## config.mk

```make
export PLATFORM = sky130hd
export DESIGN_NAME = ads_antenna_select
export DESIGN_NICKNAME = d
export VERILOG_FILES = /design/src/hw/ads_antenna_select.v /design/src/hw/ads_quality_store.v
export VERILOG_INCLUDE_DIRS = /design/src /design/src/hw
export SDC_FILE = /design/constraint.sdc
export NUM_CORES = 1
export LEC_CHECK = 0
export ABC_CLOCK_PERIOD_IN_PS = 2200
export BUFFER_PORTS_ARGS = -buffer_cell sky130_fd_sc_hd__buf_4
export CORE_MARGIN = 1
export CORE_UTILIZATION = 34
export CTS_CLUSTER_SIZE = 12
export DETAILED_ROUTE_END_ITERATION = 7
export GPL_TIMING_DRIVEN = 0
export PLACE_DENSITY = 0.62
export SYNTH_ARGS = -nofsm -noshare
export SYNTH_HDL_FRONTEND = slang
export SYNTH_HIERARCHICAL = 1
export SYNTH_SLANG_ARGS = --single-unit
```

## constraint.sdc

```tcl
create_clock -name ref_clk_i -period 2.2 [get_ports ref_clk_i]
set_input_delay 0.22 -clock ref_clk_i [delete_from_list [all_inputs] [get_ports ref_clk_i]]
set_output_delay 0.22 -clock ref_clk_i [all_outputs]
set_load 0.01 [all_outputs]
```

## src/hw/ads_defines.vh

```
`ifndef ADS_DEFINES_VH
`define ADS_DEFINES_VH

// clock period in picoseconds (40 MHz)
`define ADS_CLK_PERIOD_PS      25000
// antenna choice must rise within this time of receive_power_enable rising
`define ADS_FIRST_HIGH_NS      50
// the first dwell (antenna B) lasts about this long before toggling
`define ADS_FIRST_DWELL_NS     135
// cycles: least time rounds up, longest rounds down
`define ADS_FIRST_DWELL_CYC    ((`ADS_FIRST_DWELL_NS*1000+`ADS_CLK_PERIOD_PS-1)/`ADS_CLK_PERIOD_PS)
`define ADS_FIRST_HIGH_CYC     ((`ADS_FIRST_HIGH_NS*1000)/`ADS_CLK_PERIOD_PS)

// antenna encoding on the choice output
`define ADS_ANT_A              1'b0
`define ADS_ANT_B              1'b1

// receive header mode field position and codes
`define ADS_HDR_MODE_MSB       1
`define ADS_HDR_MODE_LSB       0
`define ADS_HDR_SFD            2'h0
`define ADS_HDR_SFD_CRC        2'h1
`define ADS_HDR_SFD_CRC_LEN    2'h2
`define ADS_HDR_FULL           2'h3

// reset value of a stored quality value
`define ADS_SQ_RESET           8'h00

`endif

```

## src/hw/ads_antenna_select.v

```verilog
// Function
// - dual mode acquisition toggles antenna each dwell
// - after verify, hold receiver's chosen antenna
// - half duplex plus transmit enable releases hold
// - receive enable rising restarts acquisition
// - receive enable low keeps last antenna
// - early receive disable in dual mode drives best stored antenna
// - incomplete dwell keeps last completed quality
// - chip reset clears stored quality values
// - receive low resets toggle; high then low
// - first dwell uses antenna B in dual mode only
// - header mode 00 SFD, 01 adds CRC16
`timescale 1ns/1ps
`default_nettype none
`include "ads_defines.vh"

module ads_antenna_select #(
	parameter SQ_W      = 8,
	parameter DWELL_CYC = `ADS_FIRST_DWELL_CYC
) (
	input  wire            ref_clk_i,
	input  wire            reset_i,
	input  wire            chip_reset_n_i,
	input  wire            dual_antenna_i,
	input  wire            half_duplex_i,
	input  wire            receive_power_enable_i,
	input  wire            transmit_power_enable_i,
	input  wire            verify_i,
	input  wire            verify_ant_i,
	input  wire            dwell_done_i,
	input  wire [SQ_W-1:0] signal_quality_metric_i,
	input  wire [1:0]      rx_header_mode_i,
	output reg             antenna_choice_out_o,
	output reg             acquiring_o,
	output reg             expect_crc_o,
	output reg             expect_length_o,
	output reg             expect_full_header_o
);

	localparam ST_IDLE = 2'd0;
	localparam ST_ACQ  = 2'd1;
	localparam ST_HOLD = 2'd2;

	localparam CW = 16;

	reg  [1:0]    state_q;
	reg  [1:0]    state_d;
	reg           rxpe_q;
	reg           toggle_q;
	reg           toggle_d;
	reg           ant_d;
	reg  [CW-1:0] dwell_cnt_q;
	reg  [CW-1:0] dwell_cnt_d;
	wire          best_ant;
	wire          rx_rise;
	wire          tx_release;
	wire          dwell_end;
	wire          dwell_store;
	wire [2:0]    hdr_sel;

	////////////////////////////////////////////////////////////////////////
	// header mode decode

	function [2:0] hdr_fields;
		input [1:0] mode;
		begin
			case (mode)
				`ADS_HDR_SFD:         hdr_fields = 3'h0;
				`ADS_HDR_SFD_CRC:     hdr_fields = 3'h1;
				`ADS_HDR_SFD_CRC_LEN: hdr_fields = 3'h3;
				`ADS_HDR_FULL:        hdr_fields = 3'h7;
				default:              hdr_fields = 3'h0;
			endcase
		end
	endfunction

	assign hdr_sel = hdr_fields(rx_header_mode_i[`ADS_HDR_MODE_MSB:`ADS_HDR_MODE_LSB]);

	always @(posedge ref_clk_i) begin
		if (reset_i) begin
			expect_crc_o         <= 1'b0;
			expect_length_o      <= 1'b0;
			expect_full_header_o <= 1'b0;
		end else begin
			expect_crc_o         <= hdr_sel[0];
			expect_length_o      <= hdr_sel[1];
			expect_full_header_o <= hdr_sel[2];
		end
	end

	////////////////////////////////////////////////////////////////////////
	// quality store

	ads_quality_store #(
		.SQ_W(SQ_W)
	) u_store (
		.ref_clk_i               (ref_clk_i),
		.reset_i                 (reset_i),
		.chip_reset_n_i          (chip_reset_n_i),
		.dwell_done_i            (dwell_store),
		.dwell_ant_i             (antenna_choice_out_o),
		.signal_quality_metric_i (signal_quality_metric_i),
		.best_ant_o              (best_ant),
		.quality_a_o             (),
		.quality_b_o             ()
	);

	////////////////////////////////////////////////////////////////////////
	// control

	assign rx_rise    = receive_power_enable_i && !rxpe_q;
	assign tx_release = half_duplex_i && transmit_power_enable_i;
	// a dwell ends on the timer or on the receiver's own dwell strobe
	assign dwell_end  = (state_q == ST_ACQ) && dual_antenna_i &&
	                    (dwell_done_i || (dwell_cnt_q == DWELL_CYC[CW-1:0] - 16'h0001));
	// only a dwell the receiver completed carries a valid quality value
	assign dwell_store = dwell_end && dwell_done_i;

	always @* begin
		state_d     = state_q;
		toggle_d    = toggle_q;
		ant_d       = antenna_choice_out_o;
		dwell_cnt_d = dwell_cnt_q;
		case (state_q)
			ST_IDLE: begin
				toggle_d = 1'b0;
				if (rx_rise) begin
					state_d     = ST_ACQ;
					toggle_d    = `ADS_ANT_B;
					ant_d       = dual_antenna_i ? `ADS_ANT_B : antenna_choice_out_o;
					dwell_cnt_d = 16'h0000;
				end
			end
			ST_ACQ: begin
				if (!receive_power_enable_i) begin
					state_d = ST_IDLE;
					// toggle reset leaves last antenna unless dual mode picks the best
					if (dual_antenna_i)
						ant_d = best_ant;
				end else if (verify_i) begin
					state_d = ST_HOLD;
					ant_d   = verify_ant_i;
				end else if (dwell_end) begin
					toggle_d    = ~toggle_q;
					ant_d       = ~toggle_q;
					dwell_cnt_d = 16'h0000;
				end else begin
					dwell_cnt_d = dwell_cnt_q + 16'h0001;
				end
			end
			ST_HOLD: begin
				if (!receive_power_enable_i)
					state_d = ST_IDLE;
				else if (tx_release)
					state_d = ST_IDLE;
			end
			default: state_d = ST_IDLE;
		endcase
		// a fresh rise restarts acquisition from any state
		if (rx_rise && state_q != ST_IDLE) begin
			state_d     = ST_ACQ;
			toggle_d    = `ADS_ANT_B;
			ant_d       = dual_antenna_i ? `ADS_ANT_B : antenna_choice_out_o;
			dwell_cnt_d = 16'h0000;
		end
	end

	always @(posedge ref_clk_i) begin
		if (reset_i) begin
			state_q              <= ST_IDLE;
			rxpe_q               <= 1'b0;
			toggle_q             <= 1'b0;
			antenna_choice_out_o <= `ADS_ANT_A;
			dwell_cnt_q          <= 16'h0000;
			acquiring_o          <= 1'b0;
		end else begin
			state_q              <= state_d;
			rxpe_q               <= receive_power_enable_i;
			toggle_q             <= toggle_d;
			antenna_choice_out_o <= ant_d;
			dwell_cnt_q          <= dwell_cnt_d;
			acquiring_o          <= (state_d == ST_ACQ);
		end
	end

endmodule // ads_antenna_select
`default_nettype wire

```

## src/hw/ads_quality_store.v

```verilog
`timescale 1ns/1ps
`default_nettype none
`include "ads_defines.vh"

// holds the last completed-dwell quality value for each antenna
module ads_quality_store #(
	parameter SQ_W = 8
) (
	input  wire            ref_clk_i,
	input  wire            reset_i,
	input  wire            chip_reset_n_i,
	input  wire            dwell_done_i,
	input  wire            dwell_ant_i,
	input  wire [SQ_W-1:0] signal_quality_metric_i,
	output wire            best_ant_o,
	output wire [SQ_W-1:0] quality_a_o,
	output wire [SQ_W-1:0] quality_b_o
);

	reg [SQ_W-1:0] sq_q [0:1];

	genvar g;
	generate
		for (g = 0; g < 2; g = g + 1) begin : g_sq
			always @(posedge ref_clk_i) begin
				if (reset_i || !chip_reset_n_i)
					sq_q[g] <= {SQ_W{1'b0}};
				else if (dwell_done_i && (dwell_ant_i == g))
					sq_q[g] <= signal_quality_metric_i;
			end
		end
	endgenerate

	assign quality_a_o = sq_q[0];
	assign quality_b_o = sq_q[1];
	// ties favour antenna B, the one dwelt on first
	assign best_ant_o  = (sq_q[0] > sq_q[1]) ? `ADS_ANT_A : `ADS_ANT_B;

endmodule // ads_quality_store
`default_nettype wire

```

## After elaboration in Yosys (flattened, before gate mapping)

Memory sizes are Yosys's and may differ from the RTL's.
Index checks and enable logic that the tools add are counted.

| storage, ports and cells | value |
|---|---|
| register bits after elaboration | 25 |
| memories kept | 1 |
| bits in writable memories | 16 |
| input port bits | 20 |
| output and inout bits | 5 |
| logic and storage cells | 90 |

| operators by class | value |
|---|---|
| reductions and logical operators | 21 |
| add/subtract/negate cells | 1 |
| multiplexer cells | 37 |
| eq/ne operators | 16 |
| bitwise gates (word level) | 4 |
| magnitude comparators | 1 |

Memories:

| name | depth | width | rd ports | clocked after Yosys merged registers in | write ports | RTL line | text |
|---|---|---|---|---|---|---|---|
| u_store.sq_q | 2 | 8 | 2 | 0 | 2 | ads_quality_store.v:20 | `reg [SQ_W-1:0] sq_q [0:1];` |

Operator list:

| operator | count |
|---|---|
| two-way mux 16 bit | 4 |
| case mux 16 bit (2 select lines) | 1 |
| two-way mux 1 bit | 20 |
| adder 16 x 1 -> 16 bit, second input constant | 1 |
| equality test 16 x 3 -> 1 bit, second input constant | 1 |
| two-way mux 8 bit | 2 |
| two-way mux 2 bit | 6 |
| case mux 3 bit (4 select lines) | 1 |
| AND reduction 4 bit | 3 |
| != test 3 x 2 -> 1 bit, second input constant | 3 |
| > comparator 8 bit | 1 |
| logical AND 1 bit | 8 |
| equality test 2 x 1 -> 1 bit, second input constant | 3 |
| equality test 2 bit, second input constant | 3 |
| != test 2 bit, second input constant | 3 |
| case mux 2 bit (3 select lines) | 1 |
| != test 5 x 4 -> 1 bit, second input constant | 1 |
| zero test 2 bit | 2 |
| != test 4 x 3 -> 1 bit, second input constant | 1 |
| case mux 1 bit (2 select lines) | 2 |
| nonzero test 2 bit | 2 |
| != test 3 bit, second input constant | 1 |
| nonzero test 3 bit | 1 |
| zero test 1 bit | 2 |
| other kinds (4) | 7 |

## Longest topological paths before layout

Gate-level depths: netlist of the first run.

| logic depth | value |
|---|---|
| depth after elaboration | 9 |
| mapped depth | 8 |
| depth with buffers taken out | 8 |

## By module

Netlist of the first run, hierarchy kept.

By module, submodules not included:

| module | sequential area each (um^2) | instances | area each (um^2) | cells each |
|---|---|---|---|---|
| ads_antenna_select | 500.5 | 1 | 1293.7 | 144 |
| ads_quality_store | 480.5 | 1 | 847.1 | 67 |

## Worst setup path after synthesis of the first run

OpenSTA, ideal clock, no wires.

| timing | value |
|---|---|
| kind | reg-to-reg |
| start | register dwell_cnt_q[0] |
| end | register dwell_cnt_q[11] |
| period minus slack after synthesis | 1524 ps |
| buffers on the path | 1 |
| required time | 2085 ps |
| setup time | 115 ps |
| path slack | 676 ps |
| stages on the path, launching flop included | 8 |
| data arrival time | 1410 ps |
| path through | dfxtp_1 ha_1 nor4b_1 nand4_1 nand2_1 a31o_4 buf_6 nor2_1 |

| on the way | value |
|---|---|
| longest elaborated chain between the ends | 7 |
| elaborated cells between the ends (all ways) | 8 |
| those cells by class | add/sub: 1; eq/ne: 1; mux: 4; reduce/logical: 2 |

Ends and longest elaborated chain:

| element | RTL line | text |
|---|---|---|
| start, declared | ads_antenna_select.v:52 | `reg [CW-1:0] dwell_cnt_q;` |
| start signal, assigned | ads_antenna_select.v:181 | `dwell_cnt_q <= dwell_cnt_d;` |
| branches (longest 3 deep; another with adder 16 x 1 -> 16 bit) | n/a |  |
| two-way mux 16 bit (*) | ads_antenna_select.v:143 | `end else if (dwell_end) begin` |
| two-way mux 16 bit (*) | ads_antenna_select.v:140 | `end else if (verify_i) begin` |
| two-way mux 16 bit (*) | ads_antenna_select.v:135 | `if (!receive_power_enable_i) begin` |
| case mux 16 bit (2 select lines) (*) | ads_antenna_select.v:124 | `case (state_q)` |

Every way passes the cells marked *. The select of a mux whose other input is x is not followed.
A chain may end at the register's enable or synchronous reset.

## Worst setup path after layout of the first run

| timing | value |
|---|---|
| start | register dwell_cnt_q[0] |
| end | register dwell_cnt_q[4] |

Same word-level chain as after synthesis.

==> reports/results.txt, run 1 <==
During synthesis, Yosys emitted a total of 6 warnings. The number of setup buffers added after CTS is 0. The flow ran to the end, and the final reports show no timing, DRC or antenna violations. The number of buffers created by CTS is 5. The setup total negative slack is 0 ps, and the final count of pins violating max slew is 0. By startpoint and endpoint, the worst setup path is classified as flip-flop to flip-flop. The fraction of the cycle the final worst path needs came out at 0.833.

The final cell area excluding filler cells was 0.00251 mm2; the biggest fanout along the worst timing path was 10. For the worst vdd rail ir drop, the log shows 0.325 mV. The worst hold path belongs to the class input port to flip-flop. The maximum cell stage delay along the critical path works out to 400 ps. The maximum frequency from static timing analysis came out at 546 MHz. The number of standard-cell rows in the floorplan was 28.

From left edge to right edge, the die measures 81.4 um. The detail route stage leaves a number of antenna-violating nets equal to 0. The worst setup path is captured at a flip-flop. The logs give 2 for the maximum buffer depth of the clock tree and 41 for the number of clock sinks seen by CTS. At the later pin of the worst-skew pair, clock insertion delay measures 290 ps. Global routing finished with a remaining overflow of 0. The detailed router placed 1530 vias in this run. Dominant register cell in the synthesized netlist: sky130_fd_sc_hd__dfxtp_1. After synthesis the netlist holds a flip-flop and latch count of 41. Count of nets after finishing: 270.

Setup repair after global routing left no endpoint under its margin. The number of hold buffers added after CTS was 0. Detailed placement ended at an HPWL of 2.91 mm.

At the worst endpoint, the required time is 2390 ps. Summing all placed instances gives a cell area of 0.00240 mm2. The sequential element share of the synthesized area came out at 0.458. The buffer cell driving the clock tree root was sky130_fd_sc_hd__clkbuf_8. The floorplan die area is 0.00662 mm2. The global-route wire length before repair came out at 6.47 mm. Sorting the synthesized cells by how often they occur yields sky130_fd_sc_hd__dfxtp_1 (25), sky130_fd_sc_hd__and2_1 (20), sky130_fd_sc_hd__nor2_1 (20).

The fraction of post-synthesis cell area in the top cell type by area is 0.234. At the pin with the least slew margin, the transition time is 420 ps. The antenna diode count is 0. Total power draw: 1.58 mW. Walking the worst path, the cells encountered are ha_1 -> nor4b_1 -> nand4_1 -> nand2_1 -> a31o_4 -> buf_6 -> nor2_1.

The gate count after technology mapping is 211. After synthesis, the cell types taking the most area are sky130_fd_sc_hd__dfxtp_1 (23%), sky130_fd_sc_hd__edfxtp_1 (22%), sky130_fd_sc_hd__and2_1 (5.8%). The count of flip-flops with a built-in enable after synthesis was 16; the largest clock skew in the final design was 8.91 ps. For this run, design rule violations remaining after detail routing come to 0. Nature of the critical path startpoint: a flip-flop.

TritonCTS built the clock tree. In this run the power density over the cells is 631 mW/mm2. The total global routing track utilization was 0.132; the fraction of final layout cells sized beyond drive strength 1 was 0.224. The tool flagged a number of max-cap violations equal to 0. In this run the standard cell core region covers 0.00599 mm2. Setup violations remaining at the end of the flow were counted as 0. The final layout contains routed wiring with a total length of 3.93 mm. The maximum number of pins on one net before global-route repair came out at 13. The tools report the fraction of the core area covered by cells at the end of the flow as 0.418. The average cell area after synthesis is 10.1 um2.

Cell with the most instances after synthesis: sky130_fd_sc_hd__dfxtp_1. The slowest stage of the critical path belongs to the cell sky130_fd_sc_hd__dfxtp_1. After synthesis the cells add up to 0.00214 mm2. The tools report the routability-driven placement congestion ratio as 0.728. The number of gates resized after CTS is 0. The tools report the number of antenna violations at the first check in global routing as 0. The detail-routed net length per standard cell works out to 12.4 um. The count of final hold-check violations was 0; the via count normalized by instance count was 4.84.

The worst relative slew slack came out at 0.716. The arrival time at the worst endpoint was 2020 ps. The tools report the number of global-route vias before repair as 1423.

The starting density of the core was 0.357; the synthesized net count was 241. The area growth from synthesis to layout came out at 17.1%. The detailed router finished its first iteration with 35 violations. For the number of H-tree branching levels, the log shows 2.

The number of filler cells placed in the layout was 596. The async set or reset register ratio after synthesis works out to 0. Number of search-and-repair iterations in the first detailed-routing pass: 4. Number of distinct library cell variants in the gate-level netlist after synthesis: 48. The analysis attributes to cell leakage a power of 0.971 nW. The floorplan step set the die height to 81.4 um. The synthesized design spends more area on one cell type than any other, namely sky130_fd_sc_hd__dfxtp_1.

The count of buffers from port buffering came out at 22. The final critical path time including I/O delays and setup was 1830 ps; the count of boundary I/O pins was 25. The clock edge transition at the registers on the reported setup and hold paths came out at 80 ps.
state kept, by name (all words and copies together), names as in the netlist:
| name | cells |
|---|---|
| antenna_choice_out_o | 1 |
| expect_length_o | 1 |
| dwell_cnt_q | 16 |
| acquiring_o | 1 |
| rxpe_q | 1 |
| u_store/sq_q | 16 |
| state_q | 2 |
| expect_crc_o | 1 |
| toggle_q | 1 |
| expect_full_header_o | 1 |
per-layer routing:
layer / part of all wire / GRT usage / vias to the layer above
li1: - / - / 788
met1: 0.47 / 0.162 / 715
met2: 0.48 / 0.221 / 20
met3: 0.038 / 0.0360 / 7
met4: 0.011 / 0.0429 / 0
met5: 0 / 0 / -
cell type report:
type / count / area (um2) / area share
Tap cell: 75 / 93.8 / 0.0374
Timing Repair Buffer: 22 / 165 / 0.0659
Sequential cell: 41 / 981 / 0.391
Clock inverter: 2 / 33.8 / 0.0135
Buffer: 5 / 40.0 / 0.0160
Inverter: 13 / 48.8 / 0.0195
Multi-Input combinational cell: 152 / 1070 / 0.427
Clock buffer: 6 / 72.6 / 0.0290
worst max-delay path, delay by kind of cell (launching register included):
family	cells	cell delay, ps
buffers and inverters	1	160
adder cells (fa/ha/maj)	1	190
AND/OR/NAND/NOR	4	750
flip-flops	1	400
AO/OA/AOI/OAI	1	230
worst paths after layout:
path / depth (start not counted) / end / slack, ps / from
worst max-delay path: 7 / dwell_cnt_q[4] / 370 / dwell_cnt_q[0]
worst min-delay path: 2 / expect_full_header_o / 140 / rx_header_mode_i[0]
worst max register to register: 7 / dwell_cnt_q[4] / 370 / dwell_cnt_q[0]
worst min register to register: 2 / dwell_cnt_q[1] / 530 / dwell_cnt_q[1]
placed cells by master (no fill, tap or decap), types with 5 or more instances in the layout:
master / Yosys / layout
sky130_fd_sc_hd__nand2_1: 17 / 17
sky130_fd_sc_hd__ha_1: 10 / 10
sky130_fd_sc_hd__nand4_1: 5 / 5
sky130_fd_sc_hd__and2_1: 20 / 20
sky130_fd_sc_hd__clkbuf_8: 0 / 5
sky130_fd_sc_hd__a21oi_1: 5 / 5
sky130_fd_sc_hd__inv_1: 13 / 13
sky130_fd_sc_hd__dfxtp_1: 25 / 25
sky130_fd_sc_hd__buf_4: 1 / 23
sky130_fd_sc_hd__xnor2_1: 10 / 10
sky130_fd_sc_hd__edfxtp_1: 16 / 16
sky130_fd_sc_hd__nor2_1: 20 / 20
sky130_fd_sc_hd__nor2b_1: 5 / 5
cells by family after synthesis:
logic type / after synthesis / share of synthesized area
AO/OA/AOI/OAI: 22 / 0.0748
buffers and inverters: 18 / 0.0415
adder cells (fa/ha/maj): 10 / 0.0584
AND/OR/NAND/NOR: 105 / 0.303
XOR/XNOR: 14 / 0.0573
multiplexers: 1 / 0.00643
flip-flops: 41 / 0.458
power by group:
group / internal (mW) / leakage, nW / switching [mW]
Sequential: 0.811 / 0.382 / 0.0135
Clock: 0.335 / 0.0528 / 0.263
Combinational: 0.0784 / 0.536 / 0.0803
Total: 1.23 / 0.971 / 0.357
metrics by stage:
step	cells	setup slack, ps	hold slack [ps]
6_report	316	368	141
3_3_place_gp	308	388	437
4_1_cts	316	386	137
3_5_place_dp	308	410	446
2_1_floorplan	211	676	289
5_1_grt	316	217	146
Note: power is estimated with default switching activity, not from simulation.
==> inputs of run 2 (changes only) <==
--- a/config.mk
+++ b/config.mk
@@ -6,7 +6,7 @@
 export SDC_FILE = /design/constraint.sdc
 export NUM_CORES = 1
 export LEC_CHECK = 0
-export ABC_CLOCK_PERIOD_IN_PS = 2200
+export ABC_CLOCK_PERIOD_IN_PS = 1800
 export BUFFER_PORTS_ARGS = -buffer_cell sky130_fd_sc_hd__buf_4
 export CORE_MARGIN = 1
 export CORE_UTILIZATION = 34
==> constraint.sdc (replaced) <==
create_clock -name ref_clk_i -period 1.8 [get_ports ref_clk_i]
set_input_delay 0.18 -clock ref_clk_i [delete_from_list [all_inputs] [get_ports ref_clk_i]]
set_output_delay 0.18 -clock ref_clk_i [all_outputs]
set_load 0.01 [all_outputs]
==> reports/results.txt, run 2 (synthesized netlist as in run 1, its figures left out) <==
For the number of search-and-repair iterations in the first detailed-routing pass, the log shows 3 (-1). The cell depth of the worst hold path is 2 (unchanged), and the cell area after placement is 0.00240 mm2 (unchanged). The overall die width is 81.4 um (unchanged). The die height was 81.4 um (unchanged). The number of antenna violations at the first check in global routing is 0 (unchanged), and the number of clock sinks seen by CTS is 41 (unchanged). The fraction of final layout cells sized beyond drive strength 1 works out to 0.245 (+0.0207). The actual slew at the worst max-slew pin works out to 419 ps (-1.04 ps). The count of buffers from port buffering works out to 22 (unchanged). The tools report the launch instance of the worst min-delay path as rx_header_mode_i[0].

For the number of buffers created by CTS, the log shows 5 (unchanged). The logs give 0.00662 mm2 (unchanged) for the floorplan die area and 0.977 nW (+0.63%) for the leakage power of the design. For the cell total after placement, the log shows 308 (unchanged). The number of global-route vias before repair is 1435 (+0.84%). The via total after detailed routing was 1521 (-0.59%); the setup slack after placement was 10.2 ps (-400 ps).

The total power divided by cell area is 765 mW/mm2 (+21%). The tools report the floorplan core area as 0.00599 mm2 (unchanged). Count of boundary I/O pins: 25 (unchanged). The final critical path time including I/O delays and setup came out at 1660 ps (-171 ps). The tools report the type of destination of the critical path as a flip-flop.

The starting density of the core is 0.357 (unchanged), and the arrival time at the worst endpoint is 1840 ps (-180 ps). The maximum buffer depth of the clock tree came out at 2 (unchanged). Type of the worst min-delay path: input port to flip-flop. The fraction of the core area covered by cells at the end of the flow came out at 0.423 (+0.00480). The top cell types in the final layout, fill and taps aside, are sky130_fd_sc_hd__dfxtp_1 (25), sky130_fd_sc_hd__buf_4 (23), sky130_fd_sc_hd__nor2_1 (20), sky130_fd_sc_hd__and2_1 (20), sky130_fd_sc_hd__edfxtp_1 (16). The worst setup path is launched from a flip-flop. The launch instance of the worst register-to-register path was dwell_cnt_q[2]. Number of H-tree branching levels: 2 (unchanged).

The library cell used most frequently in the layout, excluding fill and tap cells, is sky130_fd_sc_hd__dfxtp_1. The total setup violations reported at the end of the flow is 0 (unchanged). TritonCTS built the clock tree. In the final layout, the registers with the most flip-flops are dwell_cnt_q x16, u_store/sq_q x16, state_q x2. For hold timing, the worst endpoint is expect_full_header_o. The antenna diode count came out at 0 (unchanged).

The routability-driven placement congestion ratio was 0.728 (unchanged); the worst relative slew slack was 0.717 (about the same). The run gives 0.133 (+0.00119) as the total global routing track utilization. The maximum frequency from static timing analysis came out at 602 MHz (+10%). The detail-routed net length per standard cell is 12.5 um (+0.69%). The via count normalized by instance count works out to 4.81 (-0.59%).

The initial DRC count is 38 (+8.6%), and the combined flip-flop and latch cell area is 981 um2 (unchanged). The tree is rooted in a sky130_fd_sc_hd__clkbuf_8. For the global-route wire length before repair, the log shows 6.53 mm (+0.96%). The biggest fanout along the worst timing path came out at 10 (unchanged). For the worst vdd rail ir drop, the log shows 0.397 mV (+22%). The run gives 2.91 mm (unchanged) as the post-DP HPWL.

The tools report the worst path setup slack after routing as 139 ps (-229 ps). The total power draw was 1.94 mW (+23%); the worst-case hold slack was 103 ps (-38.6 ps). The remaining number of nets flagged by the antenna check after routing came out at 0 (unchanged). The number of cells traversed by the worst register-to-register path came out at 6 (-1).

For the area taken by multi-input logic gates, the log shows 0.00110 mm2 (+2.7%). The maximum number of pins on one net before global-route repair came out at 13 (unchanged). The endpoint of the most critical register-to-register path is dwell_cnt_q[4].

The required time at the worst-slack endpoint is 1980 ps (-410 ps). The number of filler cells placed in the layout is 590 (-1.0%), and the clock edge transition at the registers on the reported setup and hold paths is 80 ps (about the same). The final count of pins violating max slew came out at 0 (unchanged). Setup repair after global routing left no endpoint under its margin.

The final standard cell count with taps included and fillers excluded was 316 (unchanged); the worst setup slack for register-to-register paths was 140 ps (-230 ps). Compared with the post-synthesis result, the final layout area differs by 18.4%. The tools report the count of final hold-check violations as 0 (unchanged). Fraction of the cycle the final worst path needs: 0.923 (+0.0901). The largest clock skew in the final design was 9.58 ps (+0.669 ps). The run finished with clean final reports.

The logs give 270 (unchanged) for the count of nets after finishing and 0 (unchanged) for the count of unresolved DRC violations after routing. The tools report the number of standard-cell rows in the floorplan as 28 (unchanged). Residual overflow from global routing: 0 (unchanged).

The tools report the setup total negative slack as 0 ps (unchanged). The max-cap violation count was 0 (unchanged); the final cell area excluding filler cells was 0.00253 mm2 (+1.1%). The critical path is of the flip-flop to flip-flop type.

The run gives 3.96 mm (+0.69%) as the total detailed-routing wirelength. Worst-skew pair later-pin latency: 290 ps (about the same).
-- run 2: cell count changes in the layout (fill, tap and decap cells not counted) --
| cell | before | now |
|---|---|---|
| sky130_fd_sc_hd__nor4b_1 | 3 | 2 |
| sky130_fd_sc_hd__nand2_1 | 17 | 14 |
| sky130_fd_sc_hd__o22ai_1 | 3 | 2 |
| sky130_fd_sc_hd__o22ai_2 | 0 | 1 |
| sky130_fd_sc_hd__nand2_2 | 1 | 4 |
| sky130_fd_sc_hd__nor4b_4 | 0 | 1 |
-- run 2: timing repair --
action                                  4_1_cts  5_1_grt
resized for setup                             1        5
endpoints found under the setup margin        7       22
hold buffers                                  0        0
buffers inserted                              0        0
-- run 2: power by group --
part	switching (mW)	total [mW]	internal, mW	leakage, nW
clock	0.321	0.731	0.410	0.0528
combinational	0.101	0.201	0.100	0.542
sequential	0.0165	1.01	0.992	0.382
-- run 2: worst max-delay path: stages, from the launching register on --
cell	delay, ps
sky130_fd_sc_hd__dfxtp_1	420
sky130_fd_sc_hd__nor4b_1	390
sky130_fd_sc_hd__nand4_1	160
sky130_fd_sc_hd__nand2_2	150
sky130_fd_sc_hd__a31o_4	220
sky130_fd_sc_hd__buf_6	160
sky130_fd_sc_hd__nor2_1	60
-- run 2: how the worst max path moves through the flow --
stage,cells past startpoint,end,startpoint
floorplan,7,dwell_cnt_q[15],dwell_cnt_q[0]
global placement,7,dwell_cnt_q[6],dwell_cnt_q[0]
detailed placement,7,dwell_cnt_q[15],dwell_cnt_q[0]
CTS,5,u_store/sq_q[1][0],state_q[0]
global route,6,dwell_cnt_q[4],dwell_cnt_q[2]
finish,6,dwell_cnt_q[4],dwell_cnt_q[2]
-- run 2: layer usage --
metal	routed length, um	GRT usage	up-vias
li1	-	-	789
met1	1890	0.164	711
met2	1880	0.222	16
met3	139	0.0360	5
met4	38	0.0429	0
met5	0	0	-
-- run 2: cell type report --
class	count	share of cell area
well taps	75	0.0370
clock buffers	6	0.0286
multi-input cells	152	0.434
inverters	13	0.0192
flip-flops and latches	41	0.387
plain buffers	5	0.0158
repair buffers	22	0.0652
clock inverters	2	0.0133
